### src/include/scp_pkg.sv
// Shared constants and types for the serial control port slave
package scp_pkg;

  // ****************************************
  // Timing
  // ****************************************
  localparam int CLK_PERIOD_PS = 5000;
  localparam int GLITCH_NS = 50;
  // Least time, rounded up to whole cycles
  localparam int GLITCH_CYC = (GLITCH_NS * 1000 + CLK_PERIOD_PS - 1)
                              / CLK_PERIOD_PS;
  localparam logic [1:0] STRAP_WAIT_CYC = 2'h3;

  // ****************************************
  // Link formats
  // ****************************************
  localparam int INST_BITS = 16;
  localparam int BYTE_BITS = 8;
  localparam logic [4:0] INST_LAST_BIT = 5'(INST_BITS - 1);
  localparam logic [4:0] BYTE_LAST_BIT = 5'(BYTE_BITS - 1);
  localparam logic [4:0] BYTE_DONE = 5'(BYTE_BITS);
  localparam int INST_RW_POS = 15;
  localparam int INST_CNT_POS = 13;
  localparam int REG_ADDR_TOP_BIT = 12;
  localparam logic [1:0] BC_STREAM = 2'h3;
  localparam logic [3:0] I2C_ADDR_TOP = 4'h9;
  localparam logic I2C_DIR_READ = 1'b1;
  localparam logic [1:0] PH_SLAVE = 2'h0;
  localparam logic [1:0] PH_ADDR_HI = 2'h1;
  localparam logic [1:0] PH_ADDR_LO = 2'h2;
  localparam logic [1:0] PH_DATA = 2'h3;

  // ****************************************
  // Reset values and sizes
  // ****************************************
  localparam logic [15:0] PTR_RST = 16'h0000;
  localparam int FIFO_DEPTH = 32;
  localparam int ADDR_W = 16;
  localparam int DATA_W = 8;
  localparam int ENTRY_W = ADDR_W + DATA_W;

  typedef enum logic [3:0] {
    ST_IDLE,
    ST_SPI_INST,
    ST_SPI_WR,
    ST_SPI_RD,
    ST_SPI_DONE,
    ST_I2C_RX,
    ST_I2C_ACK,
    ST_I2C_TX,
    ST_I2C_MACK,
    ST_I2C_IGN
  } scp_state_t;

endpackage : scp_pkg

### src/logic/scp_fifo.sv
// Synchronous FIFO with valid/ready on both sides
module scp_fifo
#(
  parameter int WIDTH = 24,
  parameter int DEPTH = 32
)
(
  // Clock and reset
  input wire logic clk_sys,
  input wire logic rst,
  // Fill side
  input wire logic in_valid,
  output logic in_ready,
  input wire logic [WIDTH-1:0] in_data,
  // Drain side
  output logic out_valid,
  input wire logic out_ready,
  output logic [WIDTH-1:0] out_data
);

  localparam int AW = $clog2(DEPTH);
  localparam logic [AW:0] FULL = (AW + 1)'(DEPTH);
  localparam logic [AW-1:0] LAST = AW'(DEPTH - 1);

  typedef struct packed {
    logic [DEPTH-1:0][WIDTH-1:0] mem;
    logic [AW-1:0] wp;
    logic [AW-1:0] rp;
    logic [AW:0] count;
  } scp_fifo_st_t;

  scp_fifo_st_t st_ff;
  scp_fifo_st_t nxt_st;
  logic push;
  logic pop;

  assign in_ready = (st_ff.count != FULL);
  assign out_valid = (st_ff.count != '0);
  assign push = in_valid && in_ready;
  assign pop = out_valid && out_ready;

  always_comb
  begin
    nxt_st = st_ff;
    if (push)
    begin
      nxt_st.mem[st_ff.wp] = in_data;
      nxt_st.wp = (st_ff.wp == LAST) ? '0 : st_ff.wp + 1'b1;
    end
    if (pop)
    begin
      nxt_st.rp = (st_ff.rp == LAST) ? '0 : st_ff.rp + 1'b1;
    end
    nxt_st.count = st_ff.count + (push ? 1'b1 : 1'b0)
                   - (pop ? 1'b1 : 1'b0);
  end

  always_ff @(posedge clk_sys)
  begin
    if (rst)
    begin
      st_ff <= '0;
    end
    else
    begin
      st_ff <= nxt_st;
    end
  end

  assign out_data = st_ff.mem[st_ff.rp];

endmodule : scp_fifo

### src/logic/scp_filt.sv
// Pin synchroniser with per-line glitch filter
module scp_filt
  import scp_pkg::*;
#(
  parameter int W = 6,
  parameter int CNT = GLITCH_CYC
)
(
  // Clock and reset
  input wire logic clk_sys,
  input wire logic rst,
  // Pins
  input wire logic [W-1:0] pin,
  // Synchronised and filtered levels
  output logic [W-1:0] raw,
  output logic [W-1:0] filt
);

  localparam int CW = $clog2(CNT + 1);
  localparam logic [CW-1:0] CNT_LAST = CW'(CNT - 1);

  typedef struct packed {
    logic [W-1:0] s1;
    logic [W-1:0] s2;
    logic [W-1:0] filt;
    logic [W-1:0][CW-1:0] cnt;
  } scp_filt_st_t;

  scp_filt_st_t st_ff;
  scp_filt_st_t nxt_st;

  always_comb
  begin
    nxt_st = st_ff;
    nxt_st.s1 = pin;
    nxt_st.s2 = st_ff.s1;
    // A level must differ for CNT cycles running before it is taken
    for (int i = 0; i < W; i++)
    begin
      if (st_ff.s2[i] == st_ff.filt[i])
      begin
        nxt_st.cnt[i] = '0;
      end
      else if (st_ff.cnt[i] == CNT_LAST)
      begin
        nxt_st.filt[i] = st_ff.s2[i];
        nxt_st.cnt[i] = '0;
      end
      else
      begin
        nxt_st.cnt[i] = st_ff.cnt[i] + 1'b1;
      end
    end
  end

  always_ff @(posedge clk_sys)
  begin
    if (rst)
    begin
      st_ff <= '{s1: '1, s2: '1, filt: '1, cnt: '0};
    end
    else
    begin
      st_ff <= nxt_st;
    end
  end

  assign raw = st_ff.s2;
  assign filt = st_ff.filt;

endmodule : scp_filt

### src/logic/scp_slave.sv
// Serial control port slave: SPI and I2C front end to a byte register space
//
// Overview of operation
// - MSB-first SPI: address decrements after each payload byte toward 0000.
// - LSB-first bit set: bits travel LSB first, address increments.
// - Multibyte accesses never skip reserved or unmapped addresses.
// - SPI instruction: read/write flag, two count bits, 13 address bits.
// - Count bits give one, two, three bytes, or endless streaming.
// - SPI write bits taken on rising clock, read bits driven on falling.
// - I2C clock and data ignore pulses shorter than 50 ns.
// - I2C runs at 100 kHz and at 400 kHz.
// - I2C slave only; the master makes every clock pulse.
// - Slave address is 1001 followed by the three strap levels.
// - Acknowledge only a matching slave address, else idle till next start.
// - Transmitter changes data only while clock is low.
// - Start and stop are data edges while the clock is high.
// - Bytes are eight bits MSB first plus a ninth acknowledge bit.
// - Write: two address bytes high first, then data to consecutive registers.
// - Any number of data bytes per transfer, either direction, until a full write FIFO refuses a byte.
// - Master's not-acknowledge ends a read; device returns to idle.
// - Start or stop accepted anytime; partial bytes are dropped.
// - Write with only address bytes just loads the pointer.
// - Read without address phase starts at the current pointer.
module scp_slave
  import scp_pkg::*;
#(
  parameter int DEPTH = FIFO_DEPTH
)
(
  // Clock and reset
  input wire logic clk_sys,
  input wire logic rst,
  // Serial pins: clock, shared data line, chip select
  input wire logic ser_clk,
  input wire logic ser_data_in,
  output logic ser_data_out,
  output logic ser_data_oe,
  input wire logic ser_cs_n,
  // Power-up straps
  input wire logic strap_pin_0,
  input wire logic strap_pin_1,
  input wire logic strap_pin_2,
  // Control and status
  input wire logic lsb_first,
  output logic i2c_mode,
  output logic spi_wr_ovf,
  // Register read port
  output logic rd_req,
  output logic [ADDR_W-1:0] rd_addr,
  input wire logic [DATA_W-1:0] rd_data,
  // Register write stream
  output logic wr_valid,
  input wire logic wr_ready,
  output logic [ADDR_W-1:0] wr_addr,
  output logic [DATA_W-1:0] wr_data
);

  // ****************************************
  // State
  // ****************************************
  typedef struct packed {
    scp_state_t state;
    logic [1:0] strap_wait;
    logic strap_done;
    logic [2:0] strap;
    logic i2c;
    logic clk_d;
    logic dat_d;
    logic [15:0] sh;
    logic [4:0] bits;
    logic [15:0] ptr;
    logic [7:0] addr_hi;
    logic [1:0] phase;
    logic rd_dir;
    logic mack_ok;
    logic [7:0] tx;
    logic [1:0] cap;
    logic [12:0] saddr;
    logic [1:0] left;
    logic stream;
    logic lsb;
    logic rd_req;
    logic [15:0] rd_addr;
    logic push;
    logic [23:0] push_data;
    logic ovf;
    logic sd_out;
    logic sd_oe;
  } scp_st_t;

  scp_st_t st_ff;
  scp_st_t nxt_st;

  // ****************************************
  // Helpers
  // ****************************************
  function automatic logic [12:0] scp_step(input logic [12:0] a,
                                           input logic lsb);
    // Wraps across 1FFF/0000 in either direction, no address skipped
    scp_step = lsb ? a + 1'b1 : a - 1'b1;
  endfunction : scp_step

  function automatic logic [7:0] scp_shin(input logic [7:0] b,
                                          input logic d,
                                          input logic lsb);
    scp_shin = lsb ? {d, b[7:1]} : {b[6:0], d};
  endfunction : scp_shin

  // ****************************************
  // Pin conditioning
  // ****************************************
  logic [5:0] pin_raw;
  logic [5:0] pin_filt;

  scp_filt #(.W(6), .CNT(GLITCH_CYC)) u_filt (
    .clk_sys(clk_sys),
    .rst(rst),
    .pin({strap_pin_2, strap_pin_1, strap_pin_0,
          ser_cs_n, ser_data_in, ser_clk}),
    .raw(pin_raw),
    .filt(pin_filt)
  );

  // I2C sees only filtered lines; SPI is too fast for the filter delay
  logic clk_now;
  logic dat_now;
  logic cs_n_now;
  logic clk_rise;
  logic clk_fall;
  logic i2c_start;
  logic i2c_stop;

  assign clk_now = st_ff.i2c ? pin_filt[0] : pin_raw[0];
  assign dat_now = st_ff.i2c ? pin_filt[1] : pin_raw[1];
  assign cs_n_now = pin_raw[2];
  assign clk_rise = clk_now && !st_ff.clk_d;
  assign clk_fall = !clk_now && st_ff.clk_d;
  // Data edges while clock stays high mark start and stop
  assign i2c_start = clk_now && st_ff.clk_d && st_ff.dat_d && !dat_now;
  assign i2c_stop = clk_now && st_ff.clk_d && !st_ff.dat_d && dat_now;

  // ****************************************
  // Write FIFO
  // ****************************************
  logic fifo_in_ready;
  logic [ENTRY_W-1:0] fifo_out;

  scp_fifo #(.WIDTH(ENTRY_W), .DEPTH(DEPTH)) u_fifo (
    .clk_sys(clk_sys),
    .rst(rst),
    .in_valid(st_ff.push),
    .in_ready(fifo_in_ready),
    .in_data(st_ff.push_data),
    .out_valid(wr_valid),
    .out_ready(wr_ready),
    .out_data(fifo_out)
  );

  // ****************************************
  // Protocol engine
  // ****************************************
  logic [15:0] inst_w;
  logic [7:0] byte_w;

  always_comb
  begin
    nxt_st = st_ff;
    nxt_st.clk_d = clk_now;
    nxt_st.dat_d = dat_now;
    nxt_st.rd_req = 1'b0;
    nxt_st.push = 1'b0;
    nxt_st.ovf = 1'b0;
    nxt_st.cap = {st_ff.cap[0], 1'b0};
    inst_w = st_ff.lsb ? {dat_now, st_ff.sh[15:1]}
                       : {st_ff.sh[14:0], dat_now};
    byte_w = scp_shin(st_ff.sh[7:0], dat_now, st_ff.lsb);
    // Read data comes back the cycle after the request
    if (st_ff.cap[1])
    begin
      nxt_st.tx = rd_data;
    end
    if (!st_ff.strap_done)
    begin
      // Straps settle through the synchroniser before being caught
      nxt_st.strap_wait = st_ff.strap_wait + 1'b1;
      if (st_ff.strap_wait == STRAP_WAIT_CYC)
      begin
        nxt_st.strap = pin_raw[5:3];
        nxt_st.i2c = |pin_raw[5:3];
        nxt_st.strap_done = 1'b1;
      end
    end
    else if (st_ff.i2c)
    begin
      // Device never drives the clock, only pulls data low
      nxt_st.sd_out = 1'b0;
      if (i2c_start)
      begin
        nxt_st.state = ST_I2C_RX;
        nxt_st.phase = PH_SLAVE;
        nxt_st.bits = '0;
        nxt_st.sd_oe = 1'b0;
      end
      else if (i2c_stop)
      begin
        nxt_st.state = ST_IDLE;
        nxt_st.sd_oe = 1'b0;
      end
      else
      begin
        unique case (st_ff.state)
          ST_I2C_RX:
          begin
            if (clk_rise && st_ff.bits != BYTE_DONE)
            begin
              nxt_st.sh = {st_ff.sh[14:0], dat_now};
              nxt_st.bits = st_ff.bits + 1'b1;
            end
            else if (clk_fall && st_ff.bits == BYTE_DONE)
            begin
              // Acknowledge goes out only after the clock has fallen
              nxt_st.state = ST_I2C_ACK;
              nxt_st.sd_oe = 1'b1;
              nxt_st.phase = (st_ff.phase == PH_DATA) ? PH_DATA
                             : st_ff.phase + 1'b1;
              unique case (st_ff.phase)
                PH_SLAVE:
                begin
                  if (st_ff.sh[7:1] != {I2C_ADDR_TOP, st_ff.strap})
                  begin
                    nxt_st.state = ST_I2C_IGN;
                    nxt_st.sd_oe = 1'b0;
                  end
                  else
                  begin
                    nxt_st.rd_dir = (st_ff.sh[0] == I2C_DIR_READ);
                    if (st_ff.sh[0] == I2C_DIR_READ)
                    begin
                      nxt_st.rd_req = 1'b1;
                      nxt_st.rd_addr = st_ff.ptr;
                      nxt_st.cap[0] = 1'b1;
                      nxt_st.ptr = st_ff.ptr + 1'b1;
                    end
                  end
                end
                PH_ADDR_HI:
                begin
                  nxt_st.addr_hi = st_ff.sh[7:0];
                end
                PH_ADDR_LO:
                begin
                  // Pointer is loaded even when no data follows
                  nxt_st.ptr = {st_ff.addr_hi, st_ff.sh[7:0]};
                end
                PH_DATA:
                begin
                  if (fifo_in_ready)
                  begin
                    nxt_st.push = 1'b1;
                    nxt_st.push_data = {st_ff.ptr, st_ff.sh[7:0]};
                    nxt_st.ptr = st_ff.ptr + 1'b1;
                  end
                  else
                  begin
                    // Full FIFO refuses the byte with a not-acknowledge
                    nxt_st.state = ST_I2C_IGN;
                    nxt_st.sd_oe = 1'b0;
                  end
                end
              endcase
            end
          end
          ST_I2C_ACK:
          begin
            if (clk_fall)
            begin
              nxt_st.bits = '0;
              if (st_ff.rd_dir)
              begin
                nxt_st.state = ST_I2C_TX;
                nxt_st.sd_oe = !st_ff.tx[7];
                nxt_st.tx = {st_ff.tx[6:0], 1'b0};
              end
              else
              begin
                nxt_st.state = ST_I2C_RX;
                nxt_st.sd_oe = 1'b0;
              end
            end
          end
          ST_I2C_TX:
          begin
            if (clk_rise)
            begin
              nxt_st.bits = st_ff.bits + 1'b1;
            end
            else if (clk_fall && st_ff.bits == BYTE_DONE)
            begin
              nxt_st.state = ST_I2C_MACK;
              nxt_st.mack_ok = 1'b0;
              nxt_st.sd_oe = 1'b0;
            end
            else if (clk_fall)
            begin
              nxt_st.sd_oe = !st_ff.tx[7];
              nxt_st.tx = {st_ff.tx[6:0], 1'b0};
            end
          end
          ST_I2C_MACK:
          begin
            if (clk_rise && dat_now)
            begin
              nxt_st.state = ST_IDLE;
            end
            else if (clk_rise)
            begin
              nxt_st.mack_ok = 1'b1;
              nxt_st.rd_req = 1'b1;
              nxt_st.rd_addr = st_ff.ptr;
              nxt_st.cap[0] = 1'b1;
              nxt_st.ptr = st_ff.ptr + 1'b1;
            end
            else if (clk_fall && st_ff.mack_ok)
            begin
              nxt_st.state = ST_I2C_TX;
              nxt_st.bits = '0;
              nxt_st.sd_oe = !st_ff.tx[7];
              nxt_st.tx = {st_ff.tx[6:0], 1'b0};
            end
          end
          default:
          begin
            nxt_st.sd_oe = 1'b0;
          end
        endcase
      end
    end
    else if (cs_n_now)
    begin
      // Chip select high ends any SPI transfer and drops a partial byte
      nxt_st.state = ST_IDLE;
      nxt_st.sd_oe = 1'b0;
      nxt_st.bits = '0;
    end
    else
    begin
      unique case (st_ff.state)
        ST_SPI_INST:
        begin
          if (clk_rise)
          begin
            nxt_st.sh = inst_w;
            nxt_st.bits = st_ff.bits + 1'b1;
            if (st_ff.bits == INST_LAST_BIT)
            begin
              nxt_st.bits = '0;
              nxt_st.rd_dir = inst_w[INST_RW_POS];
              nxt_st.left = inst_w[INST_CNT_POS+:2];
              nxt_st.stream = (inst_w[INST_CNT_POS+:2] == BC_STREAM);
              nxt_st.saddr = inst_w[REG_ADDR_TOP_BIT:0];
              nxt_st.state = inst_w[INST_RW_POS] ? ST_SPI_RD : ST_SPI_WR;
              if (inst_w[INST_RW_POS])
              begin
                nxt_st.rd_req = 1'b1;
                nxt_st.rd_addr = {3'h0, inst_w[REG_ADDR_TOP_BIT:0]};
                nxt_st.cap[0] = 1'b1;
              end
            end
          end
        end
        ST_SPI_WR:
        begin
          if (clk_rise)
          begin
            nxt_st.sh[7:0] = byte_w;
            nxt_st.bits = st_ff.bits + 1'b1;
            if (st_ff.bits == BYTE_LAST_BIT)
            begin
              nxt_st.bits = '0;
              // SPI cannot be stalled: a full FIFO loses the byte
              nxt_st.push = fifo_in_ready;
              nxt_st.ovf = !fifo_in_ready;
              nxt_st.push_data = {3'h0, st_ff.saddr, byte_w};
              nxt_st.saddr = scp_step(st_ff.saddr, st_ff.lsb);
              nxt_st.left = st_ff.left - 1'b1;
              if (!st_ff.stream && st_ff.left == '0)
              begin
                nxt_st.state = ST_SPI_DONE;
              end
            end
          end
        end
        ST_SPI_RD:
        begin
          if (clk_fall)
          begin
            nxt_st.sd_oe = 1'b1;
            nxt_st.sd_out = st_ff.lsb ? st_ff.tx[0] : st_ff.tx[7];
            nxt_st.tx = st_ff.lsb ? {1'b0, st_ff.tx[7:1]}
                                  : {st_ff.tx[6:0], 1'b0};
          end
          else if (clk_rise)
          begin
            nxt_st.bits = st_ff.bits + 1'b1;
            if (st_ff.bits == BYTE_LAST_BIT)
            begin
              nxt_st.bits = '0;
              nxt_st.saddr = scp_step(st_ff.saddr, st_ff.lsb);
              nxt_st.left = st_ff.left - 1'b1;
              nxt_st.rd_req = 1'b1;
              nxt_st.rd_addr = {3'h0, scp_step(st_ff.saddr, st_ff.lsb)};
              nxt_st.cap[0] = 1'b1;
              if (!st_ff.stream && st_ff.left == '0)
              begin
                nxt_st.state = ST_SPI_DONE;
              end
            end
          end
        end
        ST_SPI_DONE:
        begin
          if (clk_fall)
          begin
            nxt_st.sd_oe = 1'b0;
          end
        end
        default:
        begin
          // Bit order is fixed for the whole transfer at select
          nxt_st.state = ST_SPI_INST;
          nxt_st.lsb = lsb_first;
          nxt_st.bits = '0;
          nxt_st.sd_oe = 1'b0;
        end
      endcase
    end
  end

  always_ff @(posedge clk_sys)
  begin
    if (rst)
    begin
      st_ff <= '{state: ST_IDLE, clk_d: 1'b1, dat_d: 1'b1,
                 ptr: PTR_RST, default: '0};
    end
    else
    begin
      st_ff <= nxt_st;
    end
  end

  // ****************************************
  // Outputs
  // ****************************************
  assign ser_data_out = st_ff.sd_out;
  assign ser_data_oe = st_ff.sd_oe;
  assign i2c_mode = st_ff.i2c;
  assign spi_wr_ovf = st_ff.ovf;
  assign rd_req = st_ff.rd_req;
  assign rd_addr = st_ff.rd_addr;
  assign wr_addr = fifo_out[ENTRY_W-1:DATA_W];
  assign wr_data = fifo_out[DATA_W-1:0];

endmodule : scp_slave
### config.mk
export PLATFORM = sky130hd
export DESIGN_NAME = scp_slave
export DESIGN_NICKNAME = d
export VERILOG_FILES = /design/src/include/scp_pkg.sv /design/src/logic/scp_fifo.sv /design/src/logic/scp_filt.sv /design/src/logic/scp_slave.sv
export SDC_FILE = /design/constraint.sdc
export NUM_CORES = 2
export LEC_CHECK = 0
export BUFFER_PORTS_ARGS = -buffer_cell sky130_fd_sc_hd__buf_2
export CELL_PAD_IN_SITES_DETAIL_PLACEMENT = 1
export CELL_PAD_IN_SITES_GLOBAL_PLACEMENT = 2
export CORE_MARGIN = 2
export CORE_UTILIZATION = 36
export DETAILED_ROUTE_END_ITERATION = 16
export PLACE_DENSITY = 0.84
export SLEW_MARGIN = 20
export SYNTH_ARGS = -nofsm -noshare
export SYNTH_HDL_FRONTEND = slang
export SYNTH_SLANG_ARGS = --single-unit
### constraint.sdc
create_clock -name clk_sys -period 3.24 [get_ports clk_sys]
set_clock_uncertainty 0.15 [all_clocks]
set_input_delay 0.162 -clock clk_sys [delete_from_list [all_inputs] [get_ports clk_sys]]
set_output_delay 0.162 -clock clk_sys [all_outputs]
set_load 0.01 [all_outputs]
==> results.tsv <==
metric	value	unit
n_diodes	0	
vias per std cell	5.860	
Layout area overhead	15.75	%
CP cell instances	buf_6, buf_12, buf_12, mux4_2, mux4_2, mux2_2, buf_2	
most frequent cells in the layout	nand2_1 (1159), dfxtp_1 (931), a21oi_1 (858)	
asr flop ratio synth	0	%
Iteration-0 DRC Markers	3585	
number of synthesized register bits	939	
Comb pwr share	10.4	%
die area	124300	sq um
WL final	163500	um
clk_lat worst skew	710	ps
Clk pwr share	45.9	%
worst hold slack	87.52	ps
drt first pass iters	8	
IO Count	64	
Setup Total Neg Slack	-2056	ps
die height	352.6	um
most common cell after layout, fill and taps aside	nand2_1	
Syn Nets	5176	
CTS Root Cell	clkbuf_16	
CP delay by family, top	multiplexers	
warnings from Yosys	0	
RSZ-0062 raised after global routing	true	
Sw Ratio	25.23	%
Top FF cell, synth	dfxtp_1	
Initial Utilization	36.37	%
synthesized area	43750	sq um
area of the multi-input gates	22540	sq um
data arrival time of the worst path	3050	ps
endpoint type of the worst setup path	primary output	
TritonCTS clock tree	yes	
antenna viol nets, final	0	
core footprint	120300	sq um
fraction of layout cells with a size suffix above 1	17.08	%
status	finished, violations left	
reg2reg setup slack	250	ps
Reg power frac	43.7	%
Max Transition Viols Final	0	
EDFF count, synth	0	
CTS Buf Count	105	
Worst slew margin	11.71	%
initial antenna violation count	0	
Static Leakage	16.26	nW
first-pass GRT wire length	250800	um
Hold Path Stages	3	
htree depth	3	
Clock transition at path regs	60	ps
# setup viols final	24	
minimum clock period	3363	ps
Max Clock Freq	297.3	MHz
Crit path required time	2930	ps
register area share after synthesis	42.97	%
pwr/cell area	529.0	nW/um^2
Peak supply drop	0.0004537	V
Syn Inst Count	5112	
Crit. path cell count	7	
post-synth cell types	93	
PnR worst setup slack	-123.4	ps
drt wl/cell	24.32	um
die width	352.6	um
Setup crit start kind	register	
Buf+Inv Stages, Crit Path	4	
pin count of the biggest net entering global routing	218	
gpl congestion	0.8712	
Crit Path Class	reg -> out	
GR Util All Layers	25.67	%
Final nets	5090	
Int Pwr	20.03	mW
final count of hold timing violations	0	
R2R cell count	9	
Bufs on Longest Clock Path	3	
fill count	13910	
clk sink count	939	
largest fanout on the critical path	8	
violated checks	setup timing	
Reg area	18820	sq um
worst stage delay on the critical path	550	ps
DRC violations left	0	
vias	39410	
Post-Syn Area per Cell	8.558	sq um
DP Wirelength	100900	um
CP max stage cell	mux4_2	
Max-Cap Viols	0	
worst min path class	in -> reg	
switching power	6.759	mW
Rows	127	
vias in the first global route	40220	
buffers added on ports	63	
grt ovf	0	
Final Cycle Share	103.8	%
Worst-Margin Slew	1324	ps
==> routing by layer <==
layer	track usage, %	vias up	wire, um
met5	0	-	0
met4	8.111	0	4529
met3	3.250	276	9728
met2	42.44	1288	77190
met1	34.79	20160	72060
li1	-	17680	-
==> through the flow <==
stage	util (%)	setup slack (ps)	cells	power, mW	area, sq um
after global placement	38.47	293.3	6482	14.23	46270
after CTS	42.01	-202.0	6720	26.92	50530
after detailed placement	38.47	260.0	6482	14.26	46270
final	42.10	-123.4	6724	26.79	50640
after floorplan	-	44.74	5112	13.49	43750
after global routing	42.10	-164.4	6724	27.62	50640
==> cell families after synthesis <==
| kind of cell | share of synthesized area, % |
|---|---|
| AO/OA/AOI/OAI | 14.64 |
| XOR/XNOR | 0.7007 |
| adder cells (fa/ha/maj) | 1.350 |
| buffers and inverters | 5.754 |
| flip-flops | 42.97 |
| multiplexers | 14.40 |
| AND/OR/NAND/NOR | 20.18 |
==> power groups by stage <==
| stage | clock network (mW) | logic, mW | registers, mW |
|---|---|---|---|
| after floorplan | 0 | 1.59 | 11.9 |
| after global placement | 0 | 2.22 | 12.0 |
| after detailed placement | 0 | 2.25 | 12.0 |
| after CTS | 12.5 | 2.75 | 11.7 |
| after global routing | 13.0 | 2.97 | 11.7 |
| final | 12.3 | 2.79 | 11.7 |
==> worst register-to-register path, stage by stage (launching register included) <==
cell      delay [ps]
dfxtp_2          330
inv_1            130
fa_1             510
a211oi_1         390
o211ai_1         230
a211oi_1         360
nor4b_2          110
buf_4            160
or4_1            420
a41oi_2          140
==> timing repair <==
item / 4_1_cts / 5_1_grt
hold endpoints to repair: 83 / 0
hold buffers: 19 / 0
resized for setup: 24 / 18
gates cloned: 7 / 2
setup buffers: 19 / 5
setup endpoints to repair: 24 / 25
==> cell usage after synthesis, types with 29 or more instances <==
master,n,area share (%)
nand2_1,1159,9.9
dfxtp_1,939,43
a21oi_1,858,9.8
nand3_1,526,6.0
clkbuf_1,427,3.7
mux4_2,240,12
nor2_1,159,1.4
o21ai_0,81,0.93
mux2i_1,54,1.2
buf_1,50,0.43
inv_1,45,0.39
ha_1,44,1.3
buf_2,43,0.49
buf_4,37,0.63
mux2_2,29,0.75
==> flip-flops by register name, indices dropped and copies added, names as in the netlist <==
name / flops
i2c_mode: 1
u_fifo.st_ff: 784
nxt_st: 1
ser_data_out: 1
u_filt.st_ff: 8
st_ff: 112
u_filt.raw: 6
u_filt.filt: 2
rd_addr: 16
u_filt.nxt_st: 6
ser_data_oe: 1
spi_wr_ovf: 1
==> final cells by class <==
cell class / instances / share of cell area (%)
Tap cell: 1612 / 3.983
Clock inverter: 35 / 0.8227
Clock buffer: 158 / 6.139
Sequential cell: 939 / 37.16
Timing Repair Buffer: 370 / 7.049
Multi-Input combinational cell: 3564 / 44.51
Inverter: 46 / 0.3409
==> final timing paths <==
check                 endpoint         startpoint
min reg2reg      u_filt.raw[3]  u_filt.nxt_st[33]
min          u_filt.nxt_st[34]        strap_pin_1
max reg2reg          st_ff[61]          st_ff[45]
max                 wr_addr[8]    u_fifo.st_ff[6]
No activity file was read; power rests on OpenSTA's default activity.
